$ cat config.mk
export PLATFORM = sky130hd
export DESIGN_NAME = cpu_standby_wake_control
export DESIGN_NICKNAME = d
export VERILOG_FILES = /design/src/design/standby_wake_pkg.sv /design/src/design/cpu_standby_wake_control.sv
export SDC_FILE = /design/constraint.sdc
export NUM_CORES = 1
export LEC_CHECK = 0
export BUFFER_PORTS_ARGS = -buffer_cell sky130_fd_sc_hd__buf_2
export CORE_MARGIN = 3
export CORE_UTILIZATION = 35
export DETAILED_ROUTE_END_ITERATION = 8
export REMOVE_ABC_BUFFERS = 1
export SETUP_SLACK_MARGIN = 0.2
export SLEW_MARGIN = 20
export SYNTH_ARGS = -nofsm -noshare
export SYNTH_HDL_FRONTEND = slang
export SYNTH_SLANG_ARGS = --single-unit
$ cat constraint.sdc
create_clock -name CLOCK_I -period 2.85 [get_ports CLOCK_I]
set_input_delay 0 -clock CLOCK_I [delete_from_list [all_inputs] [get_ports CLOCK_I]]
set_output_delay 0 -clock CLOCK_I [all_outputs]
set_load 0.02 [all_outputs]
$ cat src/design/standby_wake_pkg.sv
// constants, types and state record of the standby and wake controller
package standby_wake_pkg;

  // one-hot sequencer states
  typedef enum logic [7:0] {
    ST_RUN = 8'h01,
    ST_SLEEP_CMD = 8'h02,
    ST_STANDBY = 8'h04,
    ST_PWR_WAIT = 8'h08,
    ST_CLK_WAIT = 8'h10,
    ST_FIRST_CMD = 8'h20,
    ST_PC_CMD = 8'h40,
    ST_HALTED = 8'h80
  } state_t;

  // bus command codes on the nibble lines
  localparam logic [3:0] CMD_NOP = 4'h0;
  localparam logic [3:0] CMD_RESET = 4'h1;
  localparam logic [3:0] CMD_PC_LOAD = 4'h2;
  localparam logic [3:0] CMD_SLEEP = 4'h3;

  // register byte offsets
  localparam logic [7:0] OFS_CTRL = 8'h00;
  localparam logic [7:0] OFS_STATUS = 8'h04;
  localparam logic [7:0] OFS_HWSTAT = 8'h08;
  localparam logic [7:0] OFS_OUTREG = 8'h0C;
  localparam logic [7:0] OFS_INREG = 8'h10;

  // control register fields
  localparam int CTRL_UNMASK_BIT = 0;
  localparam int CTRL_INTEN_BIT = 1;
  localparam int CTRL_HEX_BIT = 2;
  localparam int CTRL_KEYSM_CLR_BIT = 3;
  // status register fields
  localparam int STAT_WAKE_BIT = 8;
  localparam int STAT_RSEEN_BIT = 9;
  localparam int STAT_KEYSM_BIT = 10;
  // hardware status fields
  localparam int HW_TIMEOUT_BIT = 0;
  localparam int HW_RESETWAKE_BIT = 1;
  // output and input register layout
  localparam logic [11:0] OUTREG_USED_MASK = 12'h9FF;
  localparam int INREG_ON_BIT = 15;

  // reset values
  localparam logic [11:0] OUTREG_RESET = 12'h000;
  localparam logic [2:0] RETURN_STACK_PTR_RESET = 3'h0;

  // timing
  localparam int CLOCK_HZ = 25000000;
  localparam int WAKE_MIN_CYCLES = 32;
  localparam int WAKE_TIMEOUT_MS = 2000;
  localparam int WAKE_TIMEOUT_CYCLES = WAKE_TIMEOUT_MS * (CLOCK_HZ / 1000);

  // whole state of the controller
  typedef struct packed {
    state_t state;
    logic phase;
    logic wake_pend;
    logic reset_seen;
    logic woke_on_key;
    logic [5:0] lvl_cnt;
    logic [31:0] tmo_cnt;
    logic on_key_prev;
    logic int_enable;
    logic key_irq_unmask;
    logic key_sm_busy;
    logic [1:0] hw_status;
    logic [2:0] return_stack_ptr;
    logic hex_mode;
    logic pc_clear;
    logic [11:0] out_reg;
    logic out_prech;
    logic strobe_n;
    logic strobe_oe;
    logic cmd_n;
    logic cmd_oe;
    logic [3:0] nib;
    logic nib_oe;
    logic bus_float;
    logic prech_n;
    logic clk_req;
    logic poll_en_n;
    logic sleep_ind;
    logic wake_req;
    logic irq_take;
    logic pready;
    logic [31:0] prdata;
    logic pslverr;
  } ctl_t;

endpackage : standby_wake_pkg

$ cat src/design/cpu_standby_wake_control.sv
// reset, standby, wake, halt and wait sequencer with apb registers
//
// Local design decisions: register access over APB and the register addresses.
`timescale 1ns/1ps

// What this block does
// - reset input low stops core, ignores wakes
// - reset enables irqs, unmasks keys, clears status
// - reset floats bus, float flag and precharge high
// - sleep issues sleep command, then stops
// - standby keeps reset port states and state
// - latch wakes only asleep, deferred while halted
// - level sources need interval; on-key edge wakes
// - raise clock request, await fast oscillator pulses
// - reset in standby gives reset command
// - then program counter broadcast, then fetch
// - key wake takes interrupt before first fetch
// - level wake after full interval; early on-key edge ignored
// - request supply, run only after permission
// - timer running: abandon wake after timeout
// - halt finishes instruction then idles bus floated
// - halted ignores irqs; pending taken after halt
// - wait high in strobe-low phase freezes bus condition
// - twelve-bit write-only output register, bits 9-10 dropped
// - output pad precharge in last instruction cycle
// - sixteen-bit input register, bits 9-14 zero
// - precharge request pulses low before strobe
module cpu_standby_wake_control #(
  parameter int WAKE_TIMEOUT_CYCLES = standby_wake_pkg::WAKE_TIMEOUT_CYCLES
) (
  input wire logic CLOCK_I,
  input wire logic RST_I,
  input wire logic PSEL_I,
  input wire logic PENABLE_I,
  input wire logic PWRITE_I,
  input wire logic [7:0] PADDR_I,
  input wire logic [31:0] PWDATA_I,
  output logic [31:0] PRDATA_O,
  output logic PREADY_O,
  output logic PSLVERR_O,
  input wire logic RESET_IN_N_I,
  input wire logic HALT_REQUEST_I,
  input wire logic WAIT_REQUEST_I,
  input wire logic KEY_DOWN_EVENT_I,
  input wire logic BURNIN_WAKE_I,
  input wire logic COMMAND_DATA_SELECT_I,
  input wire logic ON_KEY_INPUT_I,
  input wire logic FAST_OSC_PULSES_I,
  input wire logic SUPPLY_READY_I,
  input wire logic TIMER_RUNNING_I,
  input wire logic SLEEP_INSTRUCTION_I,
  input wire logic INSTR_LAST_I,
  input wire logic [8:0] KEY_SENSE_LINES_I,
  output logic STROBE_OUT_N_O,
  output logic STROBE_OE_O,
  output logic CMD_DATA_OUT_N_O,
  output logic CMD_DATA_OE_O,
  output logic [3:0] NIBBLE_BUS_LINES_O,
  output logic NIBBLE_BUS_OE_O,
  output logic BUS_FLOAT_O,
  output logic BUS_PRECHARGE_N_O,
  output logic CLOCK_REQUEST_O,
  output logic KEY_POLL_ENABLE_N_O,
  output logic SLEEP_INDICATOR_O,
  output logic WAKE_REQUEST_O,
  output logic IRQ_TAKE_O,
  output logic PC_CLEAR_O,
  output logic HEX_MODE_O,
  output logic KEY_IRQ_UNMASK_O,
  output logic INT_ENABLE_O,
  output logic [2:0] RETURN_STACK_PTR_O,
  output logic [11:0] OUT_REG_O,
  output logic OUT_PRECHARGE_O
);

  standby_wake_pkg::ctl_t q;
  standby_wake_pkg::ctl_t d;
  logic lvl_src;
  logic on_edge;
  logic irq_src;
  logic bus_step;
  logic apb_wr;

  ////////////////////////////////////////////////////////////////////////////
  // helpers

  // states that run a two-phase bus cycle
  function automatic logic bus_state(input standby_wake_pkg::state_t s);
    bus_state = (s == standby_wake_pkg::ST_RUN) || (s == standby_wake_pkg::ST_SLEEP_CMD) ||
                (s == standby_wake_pkg::ST_FIRST_CMD) || (s == standby_wake_pkg::ST_PC_CMD);
  endfunction : bus_state

  // nibble command driven by a command state
  function automatic logic [3:0] cmd_code(input standby_wake_pkg::state_t s, input logic rs);
    case (s)
      standby_wake_pkg::ST_SLEEP_CMD: cmd_code = standby_wake_pkg::CMD_SLEEP;
      standby_wake_pkg::ST_PC_CMD: cmd_code = standby_wake_pkg::CMD_PC_LOAD;
      default: cmd_code = rs ? standby_wake_pkg::CMD_RESET : standby_wake_pkg::CMD_NOP;
    endcase
  endfunction : cmd_code

  ////////////////////////////////////////////////////////////////////////////
  // wake source decode
  // command/data wake is taken as active while the line is low
  assign lvl_src = KEY_DOWN_EVENT_I | BURNIN_WAKE_I | ~COMMAND_DATA_SELECT_I;
  assign on_edge = ON_KEY_INPUT_I & ~q.on_key_prev;
  assign irq_src = (q.woke_on_key & ON_KEY_INPUT_I) |
                   (KEY_DOWN_EVENT_I & q.key_irq_unmask & q.int_enable & ~q.key_sm_busy);
  assign bus_step = ~(q.phase & WAIT_REQUEST_I);
  assign apb_wr = PSEL_I & PENABLE_I & PWRITE_I & q.pready;

  ////////////////////////////////////////////////////////////////////////////
  // next-state logic
  always_comb begin
    d = q;
    d.on_key_prev = ON_KEY_INPUT_I;
    d.pc_clear = 1'b0;
    d.irq_take = 1'b0;
    d.out_prech = 1'b0;

    // sequencer
    case (q.state)
      standby_wake_pkg::ST_RUN: begin
        if (bus_step) begin
          d.phase = ~q.phase;
          d.out_prech = INSTR_LAST_I;
          if (q.phase && SLEEP_INSTRUCTION_I) begin
            d.state = standby_wake_pkg::ST_SLEEP_CMD;
            d.phase = 1'b0;
          end else if (q.phase && INSTR_LAST_I && HALT_REQUEST_I) begin
            d.state = standby_wake_pkg::ST_HALTED;
          end
        end
      end
      standby_wake_pkg::ST_SLEEP_CMD: begin
        if (bus_step) begin
          d.phase = ~q.phase;
          if (q.phase) begin
            d.state = standby_wake_pkg::ST_STANDBY;
            d.lvl_cnt = '0;
            d.wake_pend = 1'b0;
          end
        end
      end
      standby_wake_pkg::ST_STANDBY: begin
        // level sources count only while asleep, from zero, so sleeping on one wakes after the full interval
        if (lvl_src) begin
          if (q.lvl_cnt != 6'(standby_wake_pkg::WAKE_MIN_CYCLES)) begin
            d.lvl_cnt = q.lvl_cnt + 6'h01;
          end
        end else begin
          d.lvl_cnt = '0;
        end
        if (on_edge) begin
          d.wake_pend = 1'b1;
          d.woke_on_key = 1'b1;
        end
        if (q.lvl_cnt == 6'(standby_wake_pkg::WAKE_MIN_CYCLES - 1) && lvl_src) begin
          d.wake_pend = 1'b1;
        end
        if (q.wake_pend && !HALT_REQUEST_I) begin
          d.state = standby_wake_pkg::ST_PWR_WAIT;
          d.tmo_cnt = '0;
        end
      end
      standby_wake_pkg::ST_PWR_WAIT: begin
        if (SUPPLY_READY_I) begin
          d.state = standby_wake_pkg::ST_CLK_WAIT;
        end else if (TIMER_RUNNING_I) begin
          d.tmo_cnt = q.tmo_cnt + 32'h1;
          if (q.tmo_cnt == 32'(WAKE_TIMEOUT_CYCLES - 1)) begin
            d.state = standby_wake_pkg::ST_STANDBY;
            d.wake_pend = 1'b0;
            d.woke_on_key = 1'b0;
            d.lvl_cnt = '0;
            d.hw_status[standby_wake_pkg::HW_TIMEOUT_BIT] = 1'b1;
          end
        end
      end
      standby_wake_pkg::ST_CLK_WAIT: begin
        if (FAST_OSC_PULSES_I) begin
          d.state = standby_wake_pkg::ST_FIRST_CMD;
          d.phase = 1'b0;
          if (q.reset_seen) begin
            d.pc_clear = 1'b1;
            d.hex_mode = 1'b1;
            d.hw_status[standby_wake_pkg::HW_RESETWAKE_BIT] = 1'b1;
          end
        end
      end
      standby_wake_pkg::ST_FIRST_CMD: begin
        if (bus_step) begin
          d.phase = ~q.phase;
          if (q.phase) begin
            d.state = standby_wake_pkg::ST_PC_CMD;
            d.reset_seen = 1'b0;
          end
        end
      end
      standby_wake_pkg::ST_PC_CMD: begin
        if (bus_step) begin
          d.phase = ~q.phase;
          if (q.phase) begin
            d.state = standby_wake_pkg::ST_RUN;
            d.wake_pend = 1'b0;
            d.woke_on_key = 1'b0;
            if (irq_src) begin
              d.irq_take = 1'b1;
            end
          end
        end
      end
      standby_wake_pkg::ST_HALTED: begin
        // no interrupt is taken until the halt level drops
        if (!HALT_REQUEST_I) begin
          d.state = standby_wake_pkg::ST_RUN;
          d.phase = 1'b0;
          d.irq_take = irq_src;
        end
      end
      default: begin
        d.state = standby_wake_pkg::ST_STANDBY;
      end
    endcase

    // taking an interrupt enters the routine
    if (d.irq_take) begin
      d.int_enable = 1'b0;
      d.key_sm_busy = 1'b1;
    end

    // register writes
    if (apb_wr) begin
      case (PADDR_I)
        standby_wake_pkg::OFS_CTRL: begin
          d.key_irq_unmask = PWDATA_I[standby_wake_pkg::CTRL_UNMASK_BIT];
          d.int_enable = PWDATA_I[standby_wake_pkg::CTRL_INTEN_BIT];
          d.hex_mode = PWDATA_I[standby_wake_pkg::CTRL_HEX_BIT];
          if (PWDATA_I[standby_wake_pkg::CTRL_KEYSM_CLR_BIT]) begin
            d.key_sm_busy = 1'b0;
          end
        end
        standby_wake_pkg::OFS_HWSTAT: begin
          // write one clears, a same-cycle set of a clear bit still wins
          d.hw_status = (q.hw_status & ~PWDATA_I[1:0]) | (d.hw_status & ~q.hw_status);
        end
        standby_wake_pkg::OFS_OUTREG: begin
          d.out_reg = PWDATA_I[11:0] & standby_wake_pkg::OUTREG_USED_MASK;
        end
        default: begin
        end
      endcase
    end

    // external reset input shuts the core down and clears status
    if (!RESET_IN_N_I) begin
      d.state = standby_wake_pkg::ST_STANDBY;
      d.phase = 1'b0;
      d.wake_pend = 1'b0;
      d.woke_on_key = 1'b0;
      d.lvl_cnt = '0;
      d.reset_seen = 1'b1;
      d.int_enable = 1'b1;
      d.key_irq_unmask = 1'b1;
      d.key_sm_busy = 1'b0;
      d.hw_status = '0;
      d.return_stack_ptr = standby_wake_pkg::RETURN_STACK_PTR_RESET;
      d.irq_take = 1'b0;
      d.pc_clear = 1'b0;
    end

    // pin drive follows the next state; parked is the reset condition
    d.strobe_n = 1'b1;
    d.strobe_oe = 1'b0;
    d.cmd_n = 1'b1;
    d.cmd_oe = 1'b0;
    d.nib = '0;
    d.nib_oe = 1'b0;
    d.bus_float = 1'b1;
    d.prech_n = 1'b1;
    d.clk_req = 1'b0;
    d.sleep_ind = 1'b0;
    d.wake_req = 1'b0;
    d.poll_en_n = HALT_REQUEST_I;
    if (bus_state(d.state)) begin
      d.bus_float = 1'b0;
      d.clk_req = 1'b1;
      d.strobe_oe = 1'b1;
      d.cmd_oe = 1'b1;
      d.prech_n = d.phase;
      d.strobe_n = ~d.phase;
      if (d.state != standby_wake_pkg::ST_RUN) begin
        d.cmd_n = ~d.phase;
        d.nib = cmd_code(d.state, d.reset_seen);
        d.nib_oe = 1'b1;
        d.sleep_ind = (d.state == standby_wake_pkg::ST_SLEEP_CMD);
      end
    end else if (d.state == standby_wake_pkg::ST_HALTED) begin
      d.clk_req = 1'b1;
    end else if (d.state == standby_wake_pkg::ST_CLK_WAIT) begin
      d.clk_req = 1'b1;
    end else if (d.state == standby_wake_pkg::ST_PWR_WAIT) begin
      d.wake_req = 1'b1;
    end

    // apb answer, ready in the first access cycle
    d.pready = PSEL_I & ~PENABLE_I;
    d.pslverr = 1'b0;
    d.prdata = '0;
    if (PSEL_I && !PENABLE_I) begin
      case (PADDR_I)
        standby_wake_pkg::OFS_CTRL: begin
          d.prdata[standby_wake_pkg::CTRL_UNMASK_BIT] = q.key_irq_unmask;
          d.prdata[standby_wake_pkg::CTRL_INTEN_BIT] = q.int_enable;
          d.prdata[standby_wake_pkg::CTRL_HEX_BIT] = q.hex_mode;
        end
        standby_wake_pkg::OFS_STATUS: begin
          d.prdata[7:0] = q.state;
          d.prdata[standby_wake_pkg::STAT_WAKE_BIT] = q.wake_pend;
          d.prdata[standby_wake_pkg::STAT_RSEEN_BIT] = q.reset_seen;
          d.prdata[standby_wake_pkg::STAT_KEYSM_BIT] = q.key_sm_busy;
        end
        standby_wake_pkg::OFS_HWSTAT: begin
          d.prdata[1:0] = q.hw_status;
        end
        standby_wake_pkg::OFS_OUTREG: begin
        end
        standby_wake_pkg::OFS_INREG: begin
          d.prdata[8:0] = KEY_SENSE_LINES_I;
          d.prdata[standby_wake_pkg::INREG_ON_BIT] = ON_KEY_INPUT_I;
        end
        default: begin
          d.pslverr = 1'b1;
        end
      endcase
    end

    // synchronous power-on reset of the whole record
    if (RST_I) begin
      d = '0;
      d.state = standby_wake_pkg::ST_STANDBY;
      d.int_enable = 1'b1;
      d.key_irq_unmask = 1'b1;
      d.reset_seen = 1'b1;
      d.return_stack_ptr = standby_wake_pkg::RETURN_STACK_PTR_RESET;
      d.out_reg = standby_wake_pkg::OUTREG_RESET;
      d.strobe_n = 1'b1;
      d.cmd_n = 1'b1;
      d.bus_float = 1'b1;
      d.prech_n = 1'b1;
    end
  end

  // state register
  always_ff @(posedge CLOCK_I) begin
    q <= d;
  end

  ////////////////////////////////////////////////////////////////////////////
  // outputs, all from the state register
  assign PRDATA_O = q.prdata;
  assign PREADY_O = q.pready;
  assign PSLVERR_O = q.pslverr;
  assign STROBE_OUT_N_O = q.strobe_n;
  assign STROBE_OE_O = q.strobe_oe;
  assign CMD_DATA_OUT_N_O = q.cmd_n;
  assign CMD_DATA_OE_O = q.cmd_oe;
  assign NIBBLE_BUS_LINES_O = q.nib;
  assign NIBBLE_BUS_OE_O = q.nib_oe;
  assign BUS_FLOAT_O = q.bus_float;
  assign BUS_PRECHARGE_N_O = q.prech_n;
  assign CLOCK_REQUEST_O = q.clk_req;
  assign KEY_POLL_ENABLE_N_O = q.poll_en_n;
  assign SLEEP_INDICATOR_O = q.sleep_ind;
  assign WAKE_REQUEST_O = q.wake_req;
  assign IRQ_TAKE_O = q.irq_take;
  assign PC_CLEAR_O = q.pc_clear;
  assign HEX_MODE_O = q.hex_mode;
  assign KEY_IRQ_UNMASK_O = q.key_irq_unmask;
  assign INT_ENABLE_O = q.int_enable;
  assign RETURN_STACK_PTR_O = q.return_stack_ptr;
  assign OUT_REG_O = q.out_reg;
  assign OUT_PRECHARGE_O = q.out_prech;
endmodule : cpu_standby_wake_control

==> results of run 1 <==
[layout make-up]
class / count / area (um2)
Fill cell: 1357 / 7961
Clock buffer: 10 / 229.0
Timing Repair Buffer: 125 / 785.8
Clock inverter: 5 / 106.4
Sequential cell: 96 / 1922
Multi-Input combinational cell: 444 / 2671
Inverter: 9 / 33.78
Tap cell: 180 / 225.2
[path summary, 6_finish.rpt]
| kind | end | slack, ps | depth (start not counted) |
|---|---|---|---|
| hold / removal | PSLVERR_O | 20 | 3 |
| setup / recovery | q[109] | 260 | 6 |
| setup reg to reg | q[109] | 260 | 6 |
| hold reg to reg | PRDATA_O[10] | 450 | 1 |
[sequential cells by signal, indices dropped and copies added, names as in the netlist]
register	flops
BUS_PRECHARGE_N_O	1
NIBBLE_BUS_LINES_O	2
SLEEP_INDICATOR_O	1
STROBE_OUT_N_O	1
PREADY_O	1
IRQ_TAKE_O	1
CLOCK_REQUEST_O	1
WAKE_REQUEST_O	1
NIBBLE_BUS_OE_O	1
BUS_FLOAT_O	1
INT_ENABLE_O	1
q	54
OUT_PRECHARGE_O	1
CMD_DATA_OUT_N_O	1
PC_CLEAR_O	1
KEY_POLL_ENABLE_N_O	1
STROBE_OE_O	1
HEX_MODE_O	1
PSLVERR_O	1
PRDATA_O	12
KEY_IRQ_UNMASK_O	1
OUT_REG_O	10
[power groups by stage]
stage | logic [W] | clock network [W] | registers [W]
final | 0.000195 | 0.00136 | 0.00135
after floorplan | 0.0000878 | 0 | 0.00139
after global placement | 0.000164 | 0 | 0.00138
after detailed placement | 0.000165 | 0 | 0.00138
after CTS | 0.000192 | 0.00140 | 0.00135
after global routing | 0.000212 | 0.00145 | 0.00135
[routing by layer]
metal	wire, um	vias to the layer above	GRT usage [%]
met2	5918	151	25.96
met1	5815	2119	20.72
met5	0	-	0
met4	265	0	4.719
li1	-	2227	-
met3	736	21	3.332
[tightest hold or removal path: stages]
cell and delay, ps:
buf_2 150, o21ai_0 80, a21boi_0 80
[kinds of logic (layout without fill, tap and decap cells)]
family | after synthesis | count (layout) | synth area share (%)
DFF | 96 | 96 | 38.49
adders and majority gates | 3 | 3 | 0.7518
AOI/OAI and AO/OA | 109 | 109 | 14.31
other | 1 | 27 | 0.07510
and+or+nand+nor | 273 | 273 | 29.74
muxes | 5 | 5 | 1.027
xor gates and xnor gates | 27 | 27 | 4.736
buffers and inverters | 86 | 149 | 10.87
[timing repair]
item | 4_1_cts | 5_1_grt
hold buffers | 25 | 0
gates resized for setup | 0 | 9
hold endpoints to repair | 33 | 0
setup endpoints to repair | 0 | 12
[placed cells by master, fill, tap and decap left out, types with 9 or more instances in the layout]
master,synthesis,routed
nand3_1,20,20
nand2_1,53,53
buf_4,52,14
and2_1,9,9
xor2_1,17,17
nand4_1,14,14
a21oi_1,41,41
xnor2_1,10,10
buf_2,2,86
conb_1,1,27
nand2b_1,10,10
nor2b_1,12,12
nor3_1,18,16
or3_1,13,13
nor3b_1,9,9
o21ai_0,22,22
inv_1,9,9
dfxtp_1,96,96
nor2_1,60,59
clkbuf_16,0,9
nor4_1,13,12
and3_1,10,10
dlygate4sd3_1,0,25
[per-stage QoR]
stage / setup slack [ps] / cell area (um2) / power, W / instances / hold slack, ps
floorplan: 636.2 / 4582 / 0.001473 / 549 / 69.07
global placement: 331.1 / 5343 / 0.001547 / 829 / 203.5
global route: 127.9 / 5973 / 0.003010 / 869 / 50.17
finish: 264.9 / 5973 / 0.002911 / 869 / 19.86
detailed placement: 305.8 / 5343 / 0.001549 / 829 / 216.5
CTS: 276.4 / 5928 / 0.002943 / 869 / 6.599
==> results.yml, run 1 <==
cts:
  cts_tree: "built"
  insertion_delay_ps: 350
  cts_buffers: 9
  numClockSinks: 96
  cts_setup_buffers: 0
  clock_path_buffers: 2
  cts-root-buf: "clkbuf_16"
  cts_max_level: 3
  clkTransAtPathRegs_ps: 60
yosys:
  synth_cell_types: 62
  synthCells: 600
  ys_ff_latch: 96
  ys_top_cells_by_area: "dfxtp_1 (38%), buf_4 (7.8%), nor2_1 (4.5%)"
  netlist_area_mm2: 0.004994
  synth_common_cells: "dfxtp_1 (96), nor2_1 (60), nand2_1 (53), buf_4 (52), a21oi_1 (41)"
  synth.avg_cell_area_um2: 8.323
  yosysTopAreaCell: "dfxtp_1"
  synthFlopType: "dfxtp_1"
  yosys_warnings: 0
  ys_seq_area_share_pct: 38.49
  synth-edff-count: 0
  synth-async-reset-ratio_pct: 0
  synth.most_common_cell: "dfxtp_1"
  yosys.area.top_type_share_pct: 38.49
drt:
  viasPerCell: 5.199
  vias: 4518
  drt_iter0_drc: 250
  wl_per_cell_um: 14.66
  dr.pass1.iters: 5
  drc: 0
  antenna_left: 0
  wl_mm: 12.74
cells_and_area:
  drive_above_1_share_pct: 19.59
  syn_to_final_growth_pct: 19.62
  fin_nets: 754
  n_antenna_cell: 0
  post-route-util_pct: 42.87
worst_setup_path:
  crit_fanout: 14
  crit_path_end_kind: "flip-flop"
  critPathRequiredTime_ps: 3110
  cp_cell_sequence: "or3_1, a211oi_1, a21o_1, o211ai_4, or4b_2, a21oi_1"
  cp-start-kind: "flip-flop"
  arrival_ps: 2850
  cp_top_family: "simple AND/OR/NAND/NOR gates"
  cp.buffers_inverters: 0
  worstSetupPathType: "reg2reg"
  cp-startpoint: "q[123]"
  slowest_delay_ps: 630
  cp_slowest_cell: "or4b_2"
  regToRegStartpoint: "q[123]"
pwr:
  powerDensity_mw_per_mm2: 487.3
  total_leakage_power_nw: 2.354
  combPwrFrac_pct: 6.7
  switching_share_pct: 21.72
  clkPwrFrac_pct: 46.8
  share_seq_of_total_power_pct: 46.5
  internal_power_w: 0.002279
  switchingPower_w: 0.0006323
  ir_drop_mv: 0.3111
sta:
  max_slew_margin_pct: 58.61
  min_period_ps: 2585
  min_period_over_period_pct: 90.71
  setup_viol: 0
  fmax_mhz: 386.8
  hold_viol: 0
  fin_worst_skew_ps: 8.017
  worstMarginPinSlew_ps: 619.9
  rsz0062_at_grt: "true"
  maxSlewViolCount: 0
  tns_ps: 0
die:
  die_area_mm2: 0.01574
  die_h_um: 125.4
  start_util_pct: 35.84
  design.portCount: 136
  die_w_um: 125.4
  core-area_mm2: 0.01393
  rows: 43
hold_path:
  worstHoldStart: "PADDR_I[4]"
  min_path_type: "in2reg"
global_route:
  grt_pass1_vias: 4117
  antenna_found_initial: 0
  overflow: 0
  grt_max_degree: 31
  grt_pass1_wl_mm: 20.48
  grt.total_usage_pct: 15.74
placement:
  dp_hpwl_mm: 9.278
  gp_congestion: 0.9327
  port_buffers: 86
run:
  max-cap-violations: 0
status:
  status: "completed"
Power figures use the tool's default switching activity.
==> run 2: changes to the inputs <==
==> constraint.sdc (replaced) <==
create_clock -name CLOCK_I -period 2.7 [get_ports CLOCK_I]
set_input_delay 0 -clock CLOCK_I [delete_from_list [all_inputs] [get_ports CLOCK_I]]
set_output_delay 0 -clock CLOCK_I [all_outputs]
set_load 0.02 [all_outputs]
==> run 2 against run 1 <==
Net effect:
- clock skew hardly changed
- critical path depth unchanged
- fmax grew 9.0%
- register-to-register slack gained 60 ps
- largest cell class unchanged
- power fell by 1.9%
- non-clock buffer count is 11 higher
==> results.yml, run 2 (synthesized netlist as in run 1, its figures left out) <==
drt:
  viasPerCell: 5.241
  met2WireLength_mm: 6.187
  wl_per_cell_um: 14.93
  drt-met1-wl_mm: 5.924
  drc: 0
  drt_iter0_drc: 296
  top_layer: "met4"
  antenna_left: 0
  dr.pass1.iters: 5
  met3_length_um: 714
  wl_mm: 13.15
  vias: 4617
sta:
  setup_viol: 0
  fmax_mhz: 421.5
  worst_slack_ps: 327.3
  min_period_over_period_pct: 87.88
  min_period_ps: 2373
  worstMarginPinSlew_ps: 680.2
  fin_worst_skew_ps: 8.494
  maxSlewViolCount: 0
  max_slew_margin_pct: 54.23
  tns_ps: 0
  rsz0062_at_grt: "true"
  hold_viol: 0
die:
  die_h_um: 125.4
  rows: 43
  design.portCount: 136
  core-area_mm2: 0.01393
  die_w_um: 125.4
  die_area_mm2: 0.01574
  start_util_pct: 35.84
cells_and_area:
  final_cells: 881
  nFillCells: 1342
  syn_to_final_growth_pct: 20.87
  largest_reg_flops: 54
  regMostFlops: "q"
  n_antenna_cell: 0
  multi_input_area_mm2: 0.002703
  ff_latch_area_mm2: 0.001923
  fin_nets: 765
  layout_common_cells: "dfxtp_1 (95), buf_2 (86), nor2_1 (60)"
  layout_commonest_cell: "dfxtp_1"
  final_area_mm2: 0.006036
  drive_above_1_share_pct: 21.83
global_route:
  grt_pass1_vias: 4301
  antenna_found_initial: 0
  grt.total_usage_pct: 16.60
  overflow: 0
  grt_max_degree: 31
  grt_pass1_wl_mm: 21.51
hold_path:
  worstHoldStart: "PADDR_I[4]"
  min_to: "PSLVERR_O"
  min_path_type: "in2reg"
  hold_depth: 3
worst_setup_path:
  crit_fanout: 11
  rr_endpoint: "CLOCK_REQUEST_O"
  regToRegStartpoint: "q[119]"
  arrival_ps: 2580
  critPathRequiredTime_ps: 2910
  crit_path_end_kind: "flip-flop"
  r2r_cells: 6
  cp-start-kind: "flip-flop"
  worstSetupPathType: "reg2reg"
  regToRegSetupSlack_ps: 330
  cp-startpoint: "q[119]"
cts:
  cts_max_level: 3
  clock_path_buffers: 2
  cts_buffers: 9
  cts_tree: "built"
  numClockSinks: 96
  cts-root-buf: "clkbuf_16"
  clkTransAtPathRegs_ps: 70
  insertion_delay_ps: 340
pwr:
  powerDensity_mw_per_mm2: 473.1
  ir_drop_mv: 0.3120
  total_leakage_power_nw: 2.377
placement:
  gp_congestion: 0.8873
  dpl-instance-area_mm2: 0.005418
  place_worst_setup_slack_ps: 168.3
  dp_hpwl_mm: 9.534
  dp_cells: 839
  port_buffers: 86
status:
  status: "completed"
run:
  max-cap-violations: 0
==> run 2: area by class of cell <==
cell class | count | area share (%)
inverter | 9 | 0.5597
sequential | 96 | 31.86
tap | 180 | 3.731
multi-input combinational | 444 | 44.78
timing repair buffer | 136 | 14.39
clock buffer | 11 | 4.022
clock inverter | 5 | 0.6633
==> run 2: layer usage <==
metal	up-vias	GRT usage (%)
met5	-	0
met4	0	7.653
met3	24	3.204
met2	147	26.56
met1	2199	21.65
li1	2247	-
==> run 2: critical path: stages, from the launching register on <==
cell	delay (ps)
dfxtp_1	360
buf_4	200
or3_1	450
o311ai_2	450
nand3b_1	210
nand4bb_1	250
a211oi_1	330
==> run 2: how the worst max path moves through the flow <==
stage                     slack [ps]              end  cells after the start
final                            330  CLOCK_REQUEST_O                      6
after detailed placement         170           q[109]                      6
after floorplan                  490           q[105]                      6
after global routing             190           q[121]                      8
after global placement           210           q[109]                      6
after CTS                        200           q[109]                      7
==> run 2: what timing repair did <==
item	4_1_cts	5_1_grt
hold buffers	25	0
gates cloned	0	0
pin swaps	0	1
resized for setup	2	13
setup buffers	0	1
endpoints found under the setup margin	3	13
hold endpoints to repair	32	0
==> run 2: where the power goes <==
| part | switching, W | internal, W |
|---|---|---|
| Clock | 0.000564 | 0.000655 |
| Sequential | 0.00000484 | 0.00142 |
| Combinational | 0.000127 | 0.0000821 |
| Total | 0.000696 | 0.00216 |
==> run 2: metrics by stage <==
step / power, W / utilization, % / hold slack [ps]
4_1_cts: 0.002884 / 42.79 / 4.394
2_1_floorplan: 0.001555 / - / 69.07
3_5_place_dp: 0.001635 / 38.88 / 215.8
5_1_grt: 0.002961 / 43.32 / 50.42
6_report: 0.002855 / 43.32 / 20.79
3_3_place_gp: 0.001634 / 38.88 / 201.2
